## config.mk

```make
export PLATFORM = sky130hd
export DESIGN_NAME = qdc_top
export DESIGN_NICKNAME = d
export VERILOG_FILES = /design/src/pkg/qdc_pkg.sv /design/src/design/qdc_sync.sv /design/src/design/qdc_top.sv
export SDC_FILE = /design/constraint.sdc
export NUM_CORES = 1
export LEC_CHECK = 0
export ABC_AREA = 1
export BUFFER_PORTS_ARGS = -buffer_cell sky130_fd_sc_hd__buf_2
export CAP_MARGIN = 25
export CORE_MARGIN = 5
export CORE_UTILIZATION = 60
export CTS_BUF_LIST = sky130_fd_sc_hd__clkbuf_16
export DETAILED_ROUTE_END_ITERATION = 8
export GPL_TIMING_DRIVEN = 0
export PLACE_DENSITY = 0.85
export SYNTH_ARGS = -nofsm -noshare
export SYNTH_HDL_FRONTEND = slang
export SYNTH_HIERARCHICAL = 1
export SYNTH_SLANG_ARGS = --single-unit
```

## constraint.sdc

```tcl
create_clock -name sys_clk_in -period 4.9 [get_ports sys_clk_in]
set_input_delay 0.98 -clock sys_clk_in [delete_from_list [all_inputs] [get_ports sys_clk_in]]
set_output_delay 0.98 -clock sys_clk_in [all_outputs]
set_load 0.01 [all_outputs]
```

## src/pkg/qdc_pkg.sv

```systemverilog
package qdc_pkg;

  localparam int unsigned NUM_CHAN       = 4;
  localparam int unsigned CODE_W         = 8;
  localparam int unsigned ADDR_W         = 2;
  localparam int unsigned WORD_BITS      = 12;
  localparam int unsigned CTRL_BITS      = 10;

  // frame layout (first bit shifted in lands in the msb)
  localparam int unsigned FRM_MARK_POS   = 11;
  localparam int unsigned FRM_ADDR_HI    = 10;
  localparam int unsigned FRM_ADDR_LO    = 9;
  localparam int unsigned FRM_GAIN_POS   = 8;
  localparam int unsigned FRM_CODE_LSB   = 0;
  localparam logic        FRM_MARK_CTRL  = 1'h1;

  // control word field positions
  localparam int unsigned CTL_MODE_POS   = 9;
  localparam int unsigned CTL_GAIN_LSB   = 5;
  localparam int unsigned CTL_KEEP_LSB   = 1;
  localparam int unsigned CTL_ACT_POS    = 0;

  // power-on reset values
  localparam logic        RST_MODE       = 1'h0;
  localparam logic [3:0]  RST_GAIN       = 4'hF;
  localparam logic [3:0]  RST_KEEP       = 4'h0;
  localparam logic        RST_ACT        = 1'h0;
  localparam logic [7:0]  RST_CODE       = 8'h00;
  localparam logic [3:0]  RST_BITCNT     = 4'h0;

  typedef struct packed {
    logic       single_buf;
    logic [3:0] gain;
    logic [3:0] keep_on;
    logic       soft_act;
  } qdc_ctrl_s;

  typedef enum logic [2:0] {
    QDC_IDLE  = 3'b001,
    QDC_SHIFT = 3'b010,
    QDC_WAIT  = 3'b100
  } qdc_state_e;

endpackage : qdc_pkg
```

## src/design/qdc_sync.sv

```systemverilog
`timescale 1ns/1ps
module qdc_sync
  import qdc_pkg::*;
#(
  parameter int unsigned WIDTH = 4
) (
  input  wire logic             clk_in,
  input  wire logic             rst_n_in,
  input  wire logic             ce_in,
  input  wire logic [WIDTH-1:0] async_in,
  output logic      [WIDTH-1:0] sync_out
);

  logic [WIDTH-1:0] meta_q;

  genvar gi;
  generate
    for (gi = 0; gi < WIDTH; gi++) begin : g_bit
      always_ff @(posedge clk_in or negedge rst_n_in) begin
        if (!rst_n_in) begin
          meta_q[gi]   <= 1'b0;
          sync_out[gi] <= 1'b0;
        end else if (ce_in) begin
          meta_q[gi]   <= async_in[gi];
          sync_out[gi] <= meta_q[gi];
        end
      end
    end
  endgenerate

endmodule : qdc_sync

```

## src/design/qdc_top.sv

```systemverilog
`timescale 1ns/1ps
module qdc_top
  import qdc_pkg::*;
#(
  parameter int unsigned MARK_POS  = FRM_MARK_POS,
  parameter logic        MARK_CTRL = FRM_MARK_CTRL
) (
  // clock, reset, enable
  input  wire logic        sys_clk_in,
  input  wire logic        resetn_in,
  input  wire logic        clk_en_in,
  // serial link pins and the hard power-on pin
  input  wire logic        ser_clk_in,
  input  wire logic        ser_data_in,
  input  wire logic        ser_en_in,
  input  wire logic        hard_power_on_pin_in,
  // channel outputs
  output logic [7:0]       channel_a_output_out,
  output logic [7:0]       channel_b_output_out,
  output logic [7:0]       channel_c_output_out,
  output logic [7:0]       channel_d_output_out,
  output logic [3:0]       gain_select_out,
  output logic [3:0]       chan_active_out,
  output logic             single_buf_out
);

  ////////////////////////////////////////////////////////////////////////
  logic [1:0]  rst_sync_q;
  logic        rst_n;
  logic [3:0]  pins_s;
  logic        sclk_s;
  logic        sdat_s;
  logic        sen_s;
  logic        hard_power_on_pin_s;
  logic        sclk_prev_q;
  logic        sen_prev_q;
  logic        sclk_fall;
  logic        sen_fall;

  always_ff @(posedge sys_clk_in or negedge resetn_in) begin
    if (!resetn_in) begin
      rst_sync_q <= 2'h0;
    end else begin
      rst_sync_q <= {rst_sync_q[0], 1'b1};
    end
  end
  assign rst_n = rst_sync_q[1];

  // the pin is sampled like the others; its effect needs no serial edge
  qdc_sync #(.WIDTH(4)) u_sync (
    .clk_in   (sys_clk_in),
    .rst_n_in (rst_n),
    .ce_in    (clk_en_in),
    .async_in ({hard_power_on_pin_in, ser_en_in, ser_data_in, ser_clk_in}),
    .sync_out (pins_s)
  );
  assign {hard_power_on_pin_s, sen_s, sdat_s, sclk_s} = pins_s;

  always_ff @(posedge sys_clk_in or negedge rst_n) begin
    if (!rst_n) begin
      sclk_prev_q <= 1'b0;
      sen_prev_q  <= 1'b0;
    end else if (clk_en_in) begin
      sclk_prev_q <= sclk_s;
      sen_prev_q  <= sen_s;
    end
  end
  assign sclk_fall = sclk_prev_q & ~sclk_s & sen_s;
  assign sen_fall  = sen_prev_q & ~sen_s;

  ////////////////////////////////////////////////////////////////////////
  // shifter
  qdc_state_e  state_q;
  logic [11:0] shift_q;
  logic [3:0]  bitcnt_q;
  logic [11:0] word_d;
  logic        word_done;

  assign word_d    = {shift_q[10:0], sdat_s};
  assign word_done = sclk_fall && (bitcnt_q == 4'(WORD_BITS - 1));

  always_ff @(posedge sys_clk_in or negedge rst_n) begin
    if (!rst_n) begin
      state_q  <= QDC_IDLE;
      shift_q  <= 12'h000;
      bitcnt_q <= RST_BITCNT;
    end else if (clk_en_in) begin
      case (state_q)
        QDC_IDLE: begin
          if (sen_s) begin
            state_q  <= QDC_SHIFT;
            bitcnt_q <= RST_BITCNT;
          end
        end
        QDC_SHIFT: begin
          if (!sen_s) begin
            state_q <= QDC_IDLE;
          end else if (sclk_fall) begin
            shift_q  <= word_d;
            bitcnt_q <= word_done ? RST_BITCNT : bitcnt_q + 4'h1;
          end
        end
        QDC_WAIT: state_q <= QDC_IDLE;
        default:  state_q <= QDC_IDLE;
      endcase
    end
  end

  ////////////////////////////////////////////////////////////////////////
  // control word and channel registers
  qdc_ctrl_s   ctrl_q;
  logic [7:0]  buf_q  [NUM_CHAN];
  logic        cwrite;
  logic        is_ctrl;
  logic [1:0]  waddr;
  logic        dwrite;

  assign is_ctrl = word_d[MARK_POS] == MARK_CTRL;
  assign waddr   = {word_d[FRM_ADDR_HI], word_d[FRM_ADDR_LO]};
  assign cwrite  = word_done && state_q == QDC_SHIFT && is_ctrl;
  assign dwrite  = word_done && state_q == QDC_SHIFT && !is_ctrl;

  always_ff @(posedge sys_clk_in or negedge rst_n) begin
    if (!rst_n) begin
      ctrl_q <= '{single_buf: RST_MODE, gain: RST_GAIN,
                  keep_on: RST_KEEP, soft_act: RST_ACT};
    end else if (clk_en_in && cwrite) begin
      ctrl_q.single_buf <= ctrl_q.single_buf | word_d[CTL_MODE_POS];
      ctrl_q.gain       <= word_d[CTL_GAIN_LSB +: 4];
      ctrl_q.keep_on    <= word_d[CTL_KEEP_LSB +: 4];
      ctrl_q.soft_act   <= word_d[CTL_ACT_POS];
    end
  end

  // input buffers written per channel; outputs follow per mode
  logic [7:0] out_q [NUM_CHAN];
  genvar ch;
  generate
    for (ch = 0; ch < NUM_CHAN; ch++) begin : g_chan
      always_ff @(posedge sys_clk_in or negedge rst_n) begin
        if (!rst_n) begin
          buf_q[ch] <= RST_CODE;
        end else if (clk_en_in && dwrite && waddr == 2'(ch)) begin
          // gain comes from the control word alone, the data gain bit is
          // not kept
          buf_q[ch] <= word_d[FRM_CODE_LSB +: 8];
        end
      end
      always_ff @(posedge sys_clk_in or negedge rst_n) begin
        if (!rst_n) begin
          out_q[ch] <= RST_CODE;
        end else if (clk_en_in) begin
          if (ctrl_q.single_buf && dwrite && waddr == 2'(ch)) begin
            out_q[ch] <= word_d[FRM_CODE_LSB +: 8];
          end else if (!ctrl_q.single_buf && sen_fall) begin
            out_q[ch] <= buf_q[ch];
          end
        end
      end
    end
  endgenerate

  ////////////////////////////////////////////////////////////////////////
  // outputs
  logic [3:0] active_d;
  assign active_d = ctrl_q.keep_on |
                    {4{ctrl_q.soft_act & hard_power_on_pin_s}};

  always_ff @(posedge sys_clk_in or negedge rst_n) begin
    if (!rst_n) begin
      chan_active_out <= 4'h0;
      gain_select_out <= RST_GAIN;
      single_buf_out  <= RST_MODE;
      channel_a_output_out <= RST_CODE;
      channel_b_output_out <= RST_CODE;
      channel_c_output_out <= RST_CODE;
      channel_d_output_out <= RST_CODE;
    end else if (clk_en_in) begin
      chan_active_out <= active_d;
      gain_select_out <= ctrl_q.gain;
      single_buf_out  <= ctrl_q.single_buf;
      channel_a_output_out <= out_q[0];
      channel_b_output_out <= out_q[1];
      channel_c_output_out <= out_q[2];
      channel_d_output_out <= out_q[3];
    end
  end
endmodule : qdc_top

```

==> results.py <==
metrics = {
    "floorplan": {
        "start_util": 0.612,
        "io_pins": 48,
        "fp.dieW_um": 112,
        "fp.dieArea_um2": 12600,
        "core_um2": 10300,
        "die_h_um": 112,
        "placementRows": 37,
    },
    "placed_design": {
        "place.port_buffers": 46,
        "dpl.hpwl_um": 9500,
        "place_area_um2": 6720,
        "gp_congestion": 0.894,
    },
    "routing": {
        "drc": 0,
        "wire_per_inst_um": 15.9,
        "ant_nets": 0,
        "drt-initial-drc-count": 572,
        "vias": 5122,
        "wl_um": 14600,
        "via_per_inst": 5.55,
        "drtPass1Iterations": 5,
    },
    "global_route": {
        "grt_pass1_vias": 5178,
        "grt.total_usage": 0.248,
        "grt_max_degree": 73,
        "grt.overflow.total": 0,
        "grt_pass1_wl_um": 25000,
        "antenna_found_initial": 0,
    },
    "critical_path": {
        "critical-path-slowest-cell": "dfstp_2",
        "end_kind": "output port",
        "slowest_delay_ns": 0.53,
        "cp_max_fo": 2,
        "worstPathRequired_ns": 3.92,
        "cpLargestDelayFamily": "flip-flops",
        "path_cells": "buf_2",
        "setup.worst_path.start_class": "register",
        "crit_arrival_ns": 1.08,
        "path_buf_inv": 1,
        "path_class": "reg2out",
    },
    "clocking": {
        "cts_made_buffers": 17,
        "tritoncts": "built",
        "path_clk_slew_ns": 0.06,
        "ctsHoldBuffers": 0,
        "clock_sinks": 144,
        "htreeDepth": 4,
        "root_buffer": "clkbuf_16",
        "clk_latency_ns": 0.42,
        "postCtsSetupBuffers": 0,
        "cts_buffer_depth": 2,
        "cts_resized": 0,
    },
    "layout": {
        "utilization": 0.707,
        "regArea_um2": 3620,
        "num-fill-cells": 739,
        "nets": 782,
        "drive_gt1_frac": 0.170,
        "syn2layout_area_growth_pct": 15.6,
        "final_area_um2": 7270,
        "diodes": 0,
        "multi_input_area_um2": 2270,
    },
    "logic_synthesis": {
        "synth_top_area_share": 0.537,
        "yosys_warnings": 6,
        "yosysUniqueCellTypes": 28,
        "synthCells": 707,
        "synth.area.mux_share": 0,
        "synth_top_family_by_area": "simple AND/OR/NAND/NOR gates",
        "ys_seq_elements": 144,
        "synth-adder-area-share": 0.00199,
        "ys_seq_area_frac": 0.575,
        "synth_compound_area_frac": 0.0815,
        "synth.area.top_cells": "dfrtp_1 54%, nand2_1 18%, o21ai_0 4.0%, dfstp_2 3.8%, nand4_1 3.2%",
        "synthesis.nets": 715,
        "synthXorXnorAreaFrac": 0,
        "netlist_area_um2": 6290,
        "avgSynthCellArea_um2": 8.90,
        "synth_top_cell_by_area": "dfrtp_1",
        "synth-simple-area-share": 0.276,
    },
    "sta": {
        "min_period_ns": 2.06,
        "slew_violations": 0,
        "max_slew_margin": 0.635,
        "finClkSkew_ns": 0.00570,
        "fmax_mhz": 487,
        "setup_viol_count_final": 0,
        "post-route-period-util": 0.419,
        "finalHoldViolations": 0,
        "rsz0062_at_grt": "no",
        "worstMarginPinSlew_ns": 0.548,
    },
    "power": {
        "ir_drop_mv": 0.175,
        "leakagePower_nw": 3.67,
        "power_density_nw_per_um2": 347,
    },
    "min_path": {
        "min_path_type": "in2async",
    },
    "job": {
        "max_cap_violations": 0,
    },
    "outcome": {
        "status": "complete, no violations",
    },
}
## metal layers
layer	vias up	wire length [µm]	GRT usage	share of wire
li1	2396	-	-	-
met1	2468	5630	0.308	0.38
met2	215	7460	0.413	0.51
met3	43	1130	0.0512	0.077
met4	0	425	0.123	0.029
met5	-	0	0	0
## cell type report
class / instances / share of cell area
Timing Repair Buffer: 48 / 0.0392
Sequential cell: 144 / 0.498
Clock inverter: 15 / 0.0131
Buffer: 29 / 0.0262
Inverter: 58 / 0.0299
Clock buffer: 17 / 0.0585
Multi-Input combinational cell: 476 / 0.312
Tap cell: 136 / 0.0234
## metrics by stage
stage,TNS (ns),hold WS (ns),instances,setup slack (ns),total power [mW]
2_1_floorplan,0,0.331,707,0.607,1.35
3_3_place_gp,-69.30,0.337,889,-0.528,1.38
3_5_place_dp,0,0.348,890,2.56,1.40
4_1_cts,0,0.326,922,2.84,2.52
5_1_grt,0,0.326,923,2.82,2.61
6_report,0,0.332,923,2.84,2.52
## cells in the mapped netlist, drive strengths merged
cell type,n
nor2,22
clkinv,8
dfstp,9
o21ai,91
ha,1
clkbuf,14
nor3,3
nand4,37
nand2,303
buf,15
inv,50
a21oi,7
nand3,11
conb,1
dfrtp,135
## registers in the layout, summed over array words and instances, names as in the netlist, 8 cells and up
name and cells:
buf_q 32, channel_a_output_out 8, channel_d_output_out 8, ctrl_q 10, channel_b_output_out 8, shift_q 11, out_q 32, channel_c_output_out 8
## where the power goes
part / total [mW] / internal, mW / switching (mW) / leakage (nW)
Clock: 1.14 / 0.676 / 0.468 / 0.282
Combinational: 0.138 / 0.0348 / 0.103 / 1.44
Sequential: 1.24 / 1.22 / 0.0198 / 1.94
Total: 2.52 / 1.93 / 0.591 / 3.67
## cell usage in the layout (no fill, tap or decap), types with 4 or more instances in the layout
cell type,synthesis,final
nor2_1,16,16
o21ai_1,35,35
nand4_4,4,4
inv_1,43,51
nand3_1,6,6
nand3_4,4,4
nand4_1,32,32
o21ai_0,50,50
clkinv_1,8,8
dfrtp_1,135,134
dfstp_2,9,9
clkinv_2,0,4
clkbuf_1,14,14
buf_2,5,51
nand2_1,295,295
clkbuf_16,0,17
nand2_2,6,6
a21oi_1,7,7
o21ai_2,6,6
buf_6,10,10
inv_2,7,7
## final timing paths
path / from / to / slack, ns / cells past startpoint
setup / recovery: gain_select_out[1]$_DFFE_PN1P_ / gain_select_out[1] / 2.84 / 1
hold / removal: resetn_in / rst_sync_q[1]$_DFF_PN0_ / 0.33 / 1
setup reg to reg: bitcnt_q[0]$_DFFE_PN0P_ / ctrl_q[9]$_DFFE_PN0P_ / 3.00 / 6
hold reg to reg: rst_sync_q[1]$_DFF_PN0_ / channel_a_output_out[0]$_DFFE_PN0P_ / 0.34 / 1
max in group asynchronous: rst_sync_q[1]$_DFF_PN0_ / ctrl_q[8]$_DFFE_PN1P_ / 3.83 / 2
min in group sys_clk_in: rst_sync_q[0]$_DFF_PN0_ / rst_sync_q[1]$_DFF_PN0_ / 0.35 / 0
## logic make-up after synthesis
| kind of cell | Yosys count |
|---|---|
| simple gates | 376 |
| flops | 144 |
| compound gates | 98 |
| buf+inv | 87 |
| fa+ha+maj | 1 |
| other cells | 1 |
Power figures use the tool's default switching activity.
